<file path="config.mk">
export PLATFORM = sky130hd
export DESIGN_NAME = frrc_fault_ctrl
export DESIGN_NICKNAME = d
export VERILOG_FILES = /design/src/rtl/frrc_pkg.sv /design/src/rtl/frrc_fault_ctrl.sv /design/src/rtl/frrc_step_tick.sv
export SDC_FILE = /design/constraint.sdc
export NUM_CORES = 1
export LEC_CHECK = 0
export ABC_CLOCK_PERIOD_IN_PS = 9200
export BUFFER_PORTS_ARGS = -buffer_cell sky130_fd_sc_hd__buf_4
export CORE_AREA = 2 2 134 168
export DETAILED_ROUTE_END_ITERATION = 10
export DIE_AREA = 0 0 136 170
export PLACE_DENSITY = 0.73
export SYNTH_ARGS = -nofsm -noshare
export SYNTH_HDL_FRONTEND = slang
export SYNTH_SLANG_ARGS = --single-unit
</file>
<file path="constraint.sdc">
create_clock -name clock_i -period 9.2 [get_ports clock_i]
set_clock_uncertainty 0.2 [all_clocks]
set_input_delay 0.92 -clock clock_i [delete_from_list [all_inputs] [get_ports clock_i]]
set_output_delay 0.92 -clock clock_i [all_outputs]
set_load 0.005 [all_outputs]
</file>
<file path="src/rtl/frrc_pkg.sv">
// Constants and types for the fault response and retry controller
package frrc_pkg;

  // ----------------------------------------------------------------
  // Command codes
  // ----------------------------------------------------------------
  localparam logic [7:0] CMD_VOUT_OV = 8'h41;
  localparam logic [7:0] CMD_VOUT_UV = 8'h45;
  localparam logic [7:0] CMD_VIN_OV = 8'h56;
  localparam logic [7:0] CMD_TON_MAX = 8'h63;
  localparam logic [7:0] CMD_RETRY = 8'hDB;

  // ----------------------------------------------------------------
  // Reset values
  // ----------------------------------------------------------------
  localparam logic [7:0] RST_VOUT_OV = 8'hB8;
  localparam logic [7:0] RST_VOUT_UV = 8'h00;
  localparam logic [7:0] RST_VIN_OV = 8'hB8;
  localparam logic [7:0] RST_TON_MAX = 8'h00;
  // Linear11 10.0 ms, which is 1000 steps of 10 us
  localparam logic [15:0] RST_RETRY = 16'h000A;
  localparam logic [23:0] RST_RETRY_STEPS = 24'h0003E8;

  // ----------------------------------------------------------------
  // Fault slots, action byte fields and codes
  // ----------------------------------------------------------------
  localparam int NFAULT = 4;
  localparam logic [1:0] F_VIN_OV = 2'h0;
  localparam logic [1:0] F_VOUT_OV = 2'h1;
  localparam logic [1:0] F_VOUT_UV = 2'h2;
  localparam logic [1:0] F_TON_MAX = 2'h3;
  localparam int CODE_HI = 7;
  localparam int CODE_LO = 6;
  localparam int RETRY_HI = 5;
  localparam int RETRY_LO = 3;
  localparam int DELAY_HI = 2;
  localparam int DELAY_LO = 0;
  localparam logic [1:0] CODE_CONT = 2'h0;
  localparam logic [1:0] CODE_DELAY = 2'h1;
  localparam logic [1:0] CODE_SHUT = 2'h2;
  localparam logic [1:0] CODE_BAD = 2'h3;
  localparam logic [2:0] RETRY_ALWAYS = 3'h7;

  // ----------------------------------------------------------------
  // Interval range and step timing
  // ----------------------------------------------------------------
  localparam logic [23:0] MIN_STEPS = 24'h000002;
  localparam logic [23:0] MAX_STEPS = 24'h61A800;
  localparam logic [31:0] MS_TO_STEPS = 32'h00000064;
  localparam int STEP_NS = 10000;
  localparam int CLK_NS = 10;
  localparam int STEP_CYCLES = (STEP_NS + CLK_NS - 1) / CLK_NS;
  localparam logic [9:0] STEP_LAST = 10'(STEP_CYCLES - 1);

  // ----------------------------------------------------------------
  // Status bit positions
  // ----------------------------------------------------------------
  localparam int SB_NONE = 0;
  localparam int SB_CML = 1;
  localparam int SB_VOUT_OV = 5;
  localparam int SW_INPUT = 5;
  localparam int SW_VOUT = 7;
  localparam int SI_VIN_OV = 7;
  localparam int SV_TON = 2;
  localparam int SV_UV_F = 4;
  localparam int SV_UV_W = 5;
  localparam int SV_OV_W = 6;
  localparam int SV_OV_F = 7;

  // Alert source order in the mask
  localparam int A_CML = 4;

  typedef enum logic [1:0] {
    ST_IDLE = 2'h0,
    ST_DELAY = 2'h1,
    ST_RETRY = 2'h3,
    ST_LATCH = 2'h2
  } frrc_state_t;

endpackage

</file>
<file path="src/rtl/frrc_fault_ctrl.sv">
// Fault response, status, alert and retry control for one channel
//
// Overview of operation
// - Retry interval separates restarts, rounded down to whole 10 us steps.
// - One retry interval serves every fault that retries.
// - Retry timer starts at fault detection, not at shutdown end.
// - Retry wait is longer of interval and discharge, unless config bit 0.
// - Interval accepts 0.02 to 64000 ms, Linear11 or half float per bit 8.
// - Voltage faults act and drive fault pin only while channel is on.
// - Any detected fault pulls alert low unless masked, on or off.
// - Every response code sets status and alert.
// - Code 10 disables output at once, then follows retry setting.
// - Unsupported response codes are rejected with a CML fault.
// - Retry 000 to 110 keeps output off until channel commanded off.
// - Retry 111 restarts forever until off or a no-retry fault.
// - Code 01 runs for the delay, then applies retry if fault remains.
// - Delay field counts 10 us steps for output voltage faults.
// - Nonzero delay in input overvoltage action raises CML fault.
// - Output overvoltage code 00 keeps continuous mode regulation.
// - Undervoltage code 00 only records status and alerts.
// - Input overvoltage sets none-of-above, input word bit, input OV bit.
// - Output overvoltage sets VOUT_OV byte, VOUT word, OV fault and warn.
// - Undervoltage sets none-of-above, VOUT word, UV fault and warn.
// - Undervoltage stays masked until startup completes and threshold met while not in current limit.
// - Undervoltage masked while inactive and during ramps.
// - Startup timeout sets none-of-above, VOUT word, timeout bit.
// - Startup timeout action value 0 disables that response.
// - Config bit 0 drops the discharge requirement.
`timescale 1ns/10ps
`default_nettype none
module frrc_fault_ctrl (
  input wire logic clock_i,
  input wire logic rst_b_i,
  input wire logic cmd_wr_i,
  input wire logic cmd_rd_i,
  input wire logic [7:0] cmd_code_i,
  input wire logic [15:0] cmd_wdata_i,
  output logic [15:0] cmd_rdata_o,
  output logic cml_fault_o,
  input wire logic clear_faults_i,
  input wire logic [4:0] alert_mask_i,
  input wire logic half_float_i,
  input wire logic discharge_skip_i,
  input wire logic channel_on_i,
  input wire logic turn_on_delay_done_i,
  input wire logic turn_on_ramp_done_i,
  input wire logic ramp_active_i,
  input wire logic uv_threshold_reached_i,
  input wire logic overcurrent_limit_i,
  input wire logic output_discharged_i,
  input wire logic vin_ov_i,
  input wire logic vout_ov_i,
  input wire logic vout_uv_i,
  input wire logic startup_timeout_i,
  output logic output_enable_o,
  output logic continuous_mode_o,
  output logic restart_o,
  output logic fault_b_o,
  output logic alert_b_o,
  output logic [7:0] status_byte_o,
  output logic [7:0] status_word_hi_o,
  output logic [7:0] status_input_o,
  output logic [7:0] status_vout_o
);

  // ----------------------------------------------------------------
  // Functions
  // ----------------------------------------------------------------
  function automatic logic [2:0] act_slot(input logic [7:0] code);
    unique case (code)
      frrc_pkg::CMD_VIN_OV: act_slot = {1'b1, frrc_pkg::F_VIN_OV};
      frrc_pkg::CMD_VOUT_OV: act_slot = {1'b1, frrc_pkg::F_VOUT_OV};
      frrc_pkg::CMD_VOUT_UV: act_slot = {1'b1, frrc_pkg::F_VOUT_UV};
      frrc_pkg::CMD_TON_MAX: act_slot = {1'b1, frrc_pkg::F_TON_MAX};
      default: act_slot = 3'h0;
    endcase
  endfunction

  function automatic logic act_valid(input logic [1:0] slot, input logic [7:0] d);
    logic [1:0] code;
    logic nodelay;
    code = d[frrc_pkg::CODE_HI:frrc_pkg::CODE_LO];
    nodelay = (slot == frrc_pkg::F_VIN_OV) || (slot == frrc_pkg::F_TON_MAX);
    act_valid = (code != frrc_pkg::CODE_BAD) &&
      !(slot == frrc_pkg::F_VIN_OV && code != frrc_pkg::CODE_SHUT) &&
      !(slot == frrc_pkg::F_TON_MAX && code == frrc_pkg::CODE_DELAY) &&
      !(nodelay && d[frrc_pkg::DELAY_HI:frrc_pkg::DELAY_LO] != 3'h0);
  endfunction

  // Steps of 10 us, rounded down; out of range saturates for rejection
  function automatic logic [23:0] interval_steps(input logic [15:0] raw,
                                                 input logic use_half);
    logic [10:0] man;
    logic [6:0] sh;
    logic [6:0] amt;
    logic [31:0] prod;
    logic [31:0] wide;
    if (!use_half) begin
      man = raw[10] ? 11'h000 : raw[10:0];
      sh = {{2{raw[15]}}, raw[15:11]};
    end else begin
      man = raw[15] ? 11'h000 : {(raw[14:10] != 5'h00), raw[9:0]};
      sh = (raw[14:10] == 5'h00) ? 7'h68 : ({2'h0, raw[14:10]} - 7'h19);
    end
    prod = {21'h00000, man} * frrc_pkg::MS_TO_STEPS;
    amt = sh[6] ? (~sh + 7'h01) : sh;
    if (!sh[6]) begin
      wide = (amt > 7'h0C) ? 32'hFFFFFFFF : (prod << amt);
    end else begin
      wide = (amt > 7'h1F) ? 32'h00000000 : (prod >> amt);
    end
    interval_steps = (wide > 32'h00FFFFFF) ? 24'hFFFFFF : wide[23:0];
  endfunction

  // ----------------------------------------------------------------
  // Command registers
  // ----------------------------------------------------------------
  logic [7:0] act [frrc_pkg::NFAULT];
  logic [15:0] retry_raw;
  logic [23:0] retry_steps;
  logic [2:0] wr_slot;
  logic [23:0] wr_steps;
  logic wr_act_ok;
  logic wr_retry_ok;
  logic cml_evt;

  assign wr_slot = act_slot(cmd_code_i);
  assign wr_steps = interval_steps(cmd_wdata_i, half_float_i);
  assign wr_act_ok = act_valid(wr_slot[1:0], cmd_wdata_i[7:0]);
  assign wr_retry_ok = (wr_steps >= frrc_pkg::MIN_STEPS) &&
    (wr_steps <= frrc_pkg::MAX_STEPS);
  assign cml_evt = cmd_wr_i && ((wr_slot[2] && !wr_act_ok) ||
    (cmd_code_i == frrc_pkg::CMD_RETRY && !wr_retry_ok));

  always_ff @(posedge clock_i) begin
    if (!rst_b_i) begin
      act[frrc_pkg::F_VIN_OV] <= frrc_pkg::RST_VIN_OV;
      act[frrc_pkg::F_VOUT_OV] <= frrc_pkg::RST_VOUT_OV;
      act[frrc_pkg::F_VOUT_UV] <= frrc_pkg::RST_VOUT_UV;
      act[frrc_pkg::F_TON_MAX] <= frrc_pkg::RST_TON_MAX;
    end else if (cmd_wr_i && wr_slot[2] && wr_act_ok) begin
      act[wr_slot[1:0]] <= cmd_wdata_i[7:0];
    end
  end

  // Interval is converted once at write time so the timer compares steps
  always_ff @(posedge clock_i) begin
    if (!rst_b_i) begin
      retry_raw <= frrc_pkg::RST_RETRY;
      retry_steps <= frrc_pkg::RST_RETRY_STEPS;
    end else if (cmd_wr_i && cmd_code_i == frrc_pkg::CMD_RETRY && wr_retry_ok) begin
      retry_raw <= cmd_wdata_i;
      retry_steps <= wr_steps;
    end
  end

  always_ff @(posedge clock_i) begin
    if (!rst_b_i) begin
      cmd_rdata_o <= 16'h0000;
      cml_fault_o <= 1'b0;
    end else begin
      cml_fault_o <= cml_evt;
      if (cmd_rd_i) begin
        if (cmd_code_i == frrc_pkg::CMD_RETRY) begin
          cmd_rdata_o <= retry_raw;
        end else if (wr_slot[2]) begin
          cmd_rdata_o <= {8'h00, act[wr_slot[1:0]]};
        end else begin
          cmd_rdata_o <= 16'h0000;
        end
      end
    end
  end

  // ----------------------------------------------------------------
  // Fault detection
  // ----------------------------------------------------------------
  logic uv_armed;
  logic [3:0] raw;
  logic [3:0] raw_q;
  logic [3:0] evt;

  always_ff @(posedge clock_i) begin
    if (!rst_b_i || !channel_on_i || ramp_active_i) begin
      uv_armed <= 1'b0;
    end else if (turn_on_delay_done_i && turn_on_ramp_done_i &&
                 uv_threshold_reached_i && !overcurrent_limit_i) begin
      uv_armed <= 1'b1;
    end
  end

  assign raw = {startup_timeout_i, vout_uv_i && uv_armed, vout_ov_i, vin_ov_i};

  always_ff @(posedge clock_i) begin
    if (!rst_b_i) begin
      raw_q <= 4'h0;
    end else begin
      raw_q <= raw;
    end
  end

  assign evt = raw & ~raw_q;

  // ----------------------------------------------------------------
  // Status and alert
  // ----------------------------------------------------------------
  logic [4:0] sticky;

  // A new event in the clearing cycle survives the clear
  always_ff @(posedge clock_i) begin
    if (!rst_b_i) begin
      sticky <= 5'h00;
    end else begin
      sticky <= (sticky & {5{!clear_faults_i}}) | {cml_evt, evt};
    end
  end

  always_comb begin
    status_byte_o = 8'h00;
    status_word_hi_o = 8'h00;
    status_input_o = 8'h00;
    status_vout_o = 8'h00;
    status_byte_o[frrc_pkg::SB_CML] = sticky[frrc_pkg::A_CML];
    status_byte_o[frrc_pkg::SB_NONE] = sticky[frrc_pkg::F_VIN_OV] ||
      sticky[frrc_pkg::F_VOUT_UV] || sticky[frrc_pkg::F_TON_MAX];
    status_byte_o[frrc_pkg::SB_VOUT_OV] = sticky[frrc_pkg::F_VOUT_OV];
    status_word_hi_o[frrc_pkg::SW_INPUT] = sticky[frrc_pkg::F_VIN_OV];
    status_word_hi_o[frrc_pkg::SW_VOUT] = sticky[frrc_pkg::F_VOUT_OV] ||
      sticky[frrc_pkg::F_VOUT_UV] || sticky[frrc_pkg::F_TON_MAX];
    status_input_o[frrc_pkg::SI_VIN_OV] = sticky[frrc_pkg::F_VIN_OV];
    status_vout_o[frrc_pkg::SV_OV_F] = sticky[frrc_pkg::F_VOUT_OV];
    status_vout_o[frrc_pkg::SV_OV_W] = sticky[frrc_pkg::F_VOUT_OV];
    status_vout_o[frrc_pkg::SV_UV_F] = sticky[frrc_pkg::F_VOUT_UV];
    status_vout_o[frrc_pkg::SV_UV_W] = sticky[frrc_pkg::F_VOUT_UV];
    status_vout_o[frrc_pkg::SV_TON] = sticky[frrc_pkg::F_TON_MAX];
  end

  assign alert_b_o = !(|(sticky & ~alert_mask_i));

  // ----------------------------------------------------------------
  // Response engine
  // ----------------------------------------------------------------
  frrc_pkg::frrc_state_t state;
  frrc_pkg::frrc_state_t next_state;
  logic start;
  logic [1:0] s_idx;
  logic noretry_evt;
  logic [1:0] h_src;
  logic [1:0] h_code;
  logic [2:0] h_retry;
  logic [2:0] h_delay;
  logic [23:0] elapsed;
  logic tick;
  logic delay_done;
  logic retry_done;
  logic [1:0] s_code;
  logic [2:0] s_retry;

  // Lowest slot wins when faults coincide; code 00 never starts handling
  always_comb begin
    start = 1'b0;
    s_idx = 2'h0;
    noretry_evt = 1'b0;
    for (int i = frrc_pkg::NFAULT - 1; i >= 0; i--) begin
      if (evt[i] && act[i][frrc_pkg::CODE_HI:frrc_pkg::CODE_LO] != frrc_pkg::CODE_CONT) begin
        start = channel_on_i;
        s_idx = 2'(i);
      end
      if (evt[i] && act[i][frrc_pkg::CODE_HI:frrc_pkg::CODE_LO] == frrc_pkg::CODE_SHUT &&
          act[i][frrc_pkg::RETRY_HI:frrc_pkg::RETRY_LO] != frrc_pkg::RETRY_ALWAYS) begin
        noretry_evt = 1'b1;
      end
    end
  end

  assign s_code = act[s_idx][frrc_pkg::CODE_HI:frrc_pkg::CODE_LO];
  assign s_retry = act[s_idx][frrc_pkg::RETRY_HI:frrc_pkg::RETRY_LO];

  always_ff @(posedge clock_i) begin
    if (!rst_b_i) begin
      h_src <= 2'h0;
      h_code <= 2'h0;
      h_retry <= 3'h0;
      h_delay <= 3'h0;
    end else if (state == frrc_pkg::ST_IDLE && start) begin
      h_src <= s_idx;
      h_code <= s_code;
      h_retry <= s_retry;
      h_delay <= act[s_idx][frrc_pkg::DELAY_HI:frrc_pkg::DELAY_LO];
    end
  end

  frrc_step_tick u_tick (
    .clock_i(clock_i),
    .rst_b_i(rst_b_i),
    .restart_i(start && state == frrc_pkg::ST_IDLE),
    .tick_o(tick)
  );

  // One counter from detection serves both the delay and the retry wait
  always_ff @(posedge clock_i) begin
    if (!rst_b_i || (state == frrc_pkg::ST_IDLE && start)) begin
      elapsed <= 24'h000000;
    end else if (tick && state != frrc_pkg::ST_IDLE && elapsed != 24'hFFFFFF) begin
      elapsed <= elapsed + 24'h000001;
    end
  end

  assign delay_done = elapsed >= {21'h00000, h_delay};
  assign retry_done = elapsed >= retry_steps &&
    (output_discharged_i || discharge_skip_i);

  always_comb begin
    next_state = state;
    unique case (state)
      frrc_pkg::ST_IDLE: begin
        if (start && s_code == frrc_pkg::CODE_SHUT) begin
          next_state = (s_retry == frrc_pkg::RETRY_ALWAYS) ?
            frrc_pkg::ST_RETRY : frrc_pkg::ST_LATCH;
        end else if (start) begin
          next_state = frrc_pkg::ST_DELAY;
        end
      end
      frrc_pkg::ST_DELAY: begin
        if (!channel_on_i) begin
          next_state = frrc_pkg::ST_IDLE;
        end else if (noretry_evt) begin
          next_state = frrc_pkg::ST_LATCH;
        end else if (delay_done && raw[h_src]) begin
          next_state = (h_retry == frrc_pkg::RETRY_ALWAYS) ?
            frrc_pkg::ST_RETRY : frrc_pkg::ST_LATCH;
        end else if (delay_done) begin
          next_state = frrc_pkg::ST_IDLE;
        end
      end
      frrc_pkg::ST_RETRY: begin
        if (!channel_on_i) begin
          next_state = frrc_pkg::ST_IDLE;
        end else if (noretry_evt) begin
          next_state = frrc_pkg::ST_LATCH;
        end else if (retry_done) begin
          next_state = frrc_pkg::ST_IDLE;
        end
      end
      frrc_pkg::ST_LATCH: begin
        if (!channel_on_i) begin
          next_state = frrc_pkg::ST_IDLE;
        end
      end
    endcase
  end

  always_ff @(posedge clock_i) begin
    if (!rst_b_i) begin
      state <= frrc_pkg::ST_IDLE;
    end else begin
      state <= next_state;
    end
  end

  // ----------------------------------------------------------------
  // Outputs
  // ----------------------------------------------------------------
  always_ff @(posedge clock_i) begin
    if (!rst_b_i) begin
      output_enable_o <= 1'b0;
      fault_b_o <= 1'b1;
      restart_o <= 1'b0;
      continuous_mode_o <= 1'b0;
    end else begin
      output_enable_o <= channel_on_i && (next_state == frrc_pkg::ST_IDLE ||
        next_state == frrc_pkg::ST_DELAY);
      fault_b_o <= !(channel_on_i && (next_state == frrc_pkg::ST_RETRY ||
        next_state == frrc_pkg::ST_LATCH));
      restart_o <= state == frrc_pkg::ST_RETRY && channel_on_i &&
        !noretry_evt && retry_done;
      continuous_mode_o <= channel_on_i && raw[frrc_pkg::F_VOUT_OV] &&
        act[frrc_pkg::F_VOUT_OV][frrc_pkg::CODE_HI:frrc_pkg::CODE_LO] ==
        frrc_pkg::CODE_CONT;
    end
  end
endmodule
`default_nettype wire

</file>
<file path="src/rtl/frrc_step_tick.sv">
// Restartable 10 us step enable for the fault timers
`timescale 1ns/10ps
`default_nettype none
module frrc_step_tick (
  input wire logic clock_i,
  input wire logic rst_b_i,
  input wire logic restart_i,
  output logic tick_o
);

  logic [9:0] cnt;

  // Restart aligns the step grid to the fault detection instant
  always_ff @(posedge clock_i) begin
    if (!rst_b_i || restart_i || cnt == frrc_pkg::STEP_LAST) begin
      cnt <= 10'h000;
    end else begin
      cnt <= cnt + 10'h001;
    end
  end

  assign tick_o = (cnt == frrc_pkg::STEP_LAST) && !restart_i;

endmodule
`default_nettype wire

</file>
==> flow_metrics.py <==
metrics = {
    "status": {
        "status": "complete, no violations",
    },
    "grt": {
        "grt_max_degree": 79,
        "grt_pass1_wl_um": 53900,
        "antenna_found_initial": 0,
        "grt-ovfl-total": 0,
        "grt_usage_pct": 29.1,
        "grt_pass1_vias": 10396,
    },
    "logic_synthesis": {
        "synth.area.top_cells": "dfxtp_1 (20%), edfxtp_1 (8.3%), ha_1 (7.5%)",
        "synth_top_family_by_area": "simple AND/OR/NAND/NOR gates",
        "synth_cell_type_count": 99,
        "synthAdderAreaFrac_pct": 8.56,
        "synth-xor-area-share_pct": 2.71,
        "synthMuxAreaShare_pct": 8.57,
        "yosysWarnings": 0,
        "yosysMostFrequentCell": "nand2_1",
        "yosysTopAreaCell": "dfxtp_1",
        "syn_avg_cell_area_um2": 8.17,
        "synth_top_area_share_pct": 19.8,
        "synth_commonest_cells": "nand2_1 (154), dfxtp_1 (115), nor2_1 (104)",
        "ys_ff_latch": 147,
        "netlist_area_mm2": 0.0116,
        "yosys.area_share.simple_pct": 22.8,
        "async_flop_share_pct": 0,
        "seq_area_frac_synth_pct": 28.0,
        "synth_top_flop_cell": "dfxtp_1",
        "synth_edf_count": 32,
        "synth_compound_area_share_pct": 22.1,
        "syn_inst": 1425,
    },
    "placement": {
        "place_hpwl_um": 25300,
        "pre_cts_ws_ps": 1010,
        "io_buffers": 79,
        "place_congestion": 0.966,
        "place_area_mm2": 0.0123,
    },
    "clocking": {
        "postCtsHoldBufs": 0,
        "insertion_delay_ps": 430,
        "clock_path_buffers": 2,
        "tritoncts": "yes",
        "path_clk_slew_ps": 60,
        "htreeDepth": 4,
        "postCtsSetupBuffers": 0,
        "clkSinkCount": 147,
        "cts_buffers": 17,
        "cts_resized": 0,
        "clockRootBuffer": "clkbuf_16",
    },
    "worst_setup_path": {
        "cp.arrival_ps": 8040,
        "regToRegStartpoint": "elapsed[0]",
        "cp-start-kind": "primary input",
        "endpoint_kind": "register",
        "required_ps": 9350,
        "path_class": "in2reg",
        "cp-startpoint": "half_float_i",
        "r2r_setup_slack_ps": 5680,
        "critical_path_peak_fanout": 28,
    },
    "die": {
        "die_w_um": 136,
        "io_pins": 101,
        "start_util_pct": 54.2,
        "dieArea_mm2": 0.0231,
        "rows": 60,
        "coreArea_mm2": 0.0215,
        "fp.dieH_um": 170,
    },
    "power": {
        "power.internal_w": 0.00131,
        "switching_share_pct": 37.2,
        "p_comb_share_pct": 35.7,
        "power_density_mw_per_mm2": 163,
        "p_clk_share_pct": 31.4,
        "worst_ir_drop_vdd_mv": 0.129,
        "power.leakage_nw": 5.13,
        "p_sw_w": 0.000776,
        "p_seq_share_pct": 32.9,
    },
    "route": {
        "drt_first_pass_iters": 5,
        "postRouteAntennaNets": 0,
        "wl_per_cell_um": 19.2,
        "drc_errors": 0,
        "dr.first_iter.drc_count": 1155,
        "avgViaCountPerCell": 6.28,
        "vias": 10976,
        "totalWireLength_um": 33500,
    },
    "worst_hold_path": {
        "hold_start": "retry_steps[14]",
        "hold_path.class": "reg2reg",
    },
    "cells_and_area": {
        "final_nets": 1580,
        "antenna_cells": 0,
        "final_util_pct": 59.7,
        "fin_area_mm2": 0.0128,
        "area_growth_pct": 10.2,
        "drive_above_1_share_pct": 12.9,
        "fillers": 1950,
    },
    "sta": {
        "hold_viol_final": 0,
        "fin_crit_sh_pct": 85.8,
        "drv_slew": 0,
        "max_freq_mhz": 127,
        "timing.final.ws_setup_ps": 1310,
        "final-setup-viol-count": 0,
        "finalCriticalPeriod_ps": 7890,
        "tns_ps": 0,
        "worstMarginPinSlew_ps": 1160,
        "relSlewSlack_pct": 22.2,
        "grt_setup_unrepaired": "false",
    },
    "job": {
        "max_cap_violations": 0,
    },
}
[path summary, 6_finish.rpt]
| kind | endpoint | cells after the start |
|---|---|---|
| worst max-delay path | retry_raw[1] | 22 |
| worst min-delay path | retry_steps[14] | 2 |
| worst max register to register | output_enable_o | 15 |
| worst min register to register | retry_steps[14] | 2 |
[cell usage in the layout, fill, tap and decap left out, types with 16 or more instances in the layout]
| cell type | n |
|---|---|
| nand2b_1 | 30 |
| a31oi_1 | 17 |
| edfxtp_1 | 32 |
| nand2_1 | 154 |
| a21o_1 | 18 |
| nor2_1 | 104 |
| ha_1 | 70 |
| clkbuf_16 | 17 |
| a21oi_1 | 79 |
| nor2b_1 | 16 |
| mux2i_1 | 67 |
| o21ai_0 | 70 |
| o211ai_1 | 24 |
| and3_1 | 27 |
| nor3_1 | 26 |
| xor2_1 | 21 |
| dfxtp_1 | 115 |
| nand3_1 | 44 |
| buf_4 | 97 |
| and2_1 | 34 |
| a211oi_1 | 27 |
| conb_1 | 21 |
| or3_1 | 21 |
| inv_1 | 73 |
[power groups by stage]
stage	sequential, W	clock, W	combinational [W]
final	0.000687	0.000655	0.000744
after CTS	0.000687	0.000661	0.000725
after global placement	0.000700	0	0.000718
after detailed placement	0.000701	0	0.000723
after floorplan	0.000697	0	0.000531
after global routing	0.000689	0.000686	0.000806
[metal layers]
metal | global-route usage, % | vias to the layer above | wire (µm)
met1 | 35.7 | 5174 | 13900
met3 | 3.78 | 113 | 2040
met2 | 50.1 | 452 | 16100
met4 | 14.1 | 0 | 1550
met5 | 0 | - | 0
li1 | - | 5237 | -
[worst max-delay path, cell delays in order]
cell and delay [ps]:
buf_4 200, mux2i_1 300, buf_4 240, and2_1 240
ha_1 260, ha_1 320, fa_1 480, ha_1 430
a21o_1 220, a221o_1 320, a311oi_1 280, and3b_1 640
a21oi_1 190, a221oi_1 400, o31ai_2 210, nor4_1 400
o21ai_0 190, nor4_2 390, and4_1 240, a41o_2 610
buf_4 310, mux2i_1 210
[cell families after synthesis]
| family | Yosys count |
|---|---|
| DFF | 147 |
| AOI/OAI and AO/OA | 375 |
| and+or+nand+nor | 524 |
| other | 1 |
| xor gates and xnor gates | 36 |
| buffers and inverters | 179 |
| adders and majority gates | 76 |
| muxes | 87 |
[stage by stage]
stage	power [W]	hold slack [ps]	cells
finish	0.00209	256	1749
global route	0.00218	273	1749
CTS	0.00207	258	1749
detailed placement	0.00142	249	1717
global placement	0.00142	242	1717
floorplan	0.00123	230	1445
[sequential cells by signal, summed over array words and instances (netlist names), 2 cells and up]
register and count:
retry_steps 24, h_retry 3, state 2, raw_q 4, h_delay 3, elapsed 24
sticky 5, u_tick.cnt 10, retry_raw 16, act 32, cmd_rdata_o 16, h_src 2
[layout make-up]
cell class,count,area (µm²),area share [%]
timing repair buffer,97,728,5.68
clock inverter,15,133,1.03
tap,279,349,2.72
multi-input combinational,1119,7640,59.6
sequential,147,3260,25.4
clock buffer,17,425,3.32
inverter,75,282,2.20
(Power assumes the default switching activity.)
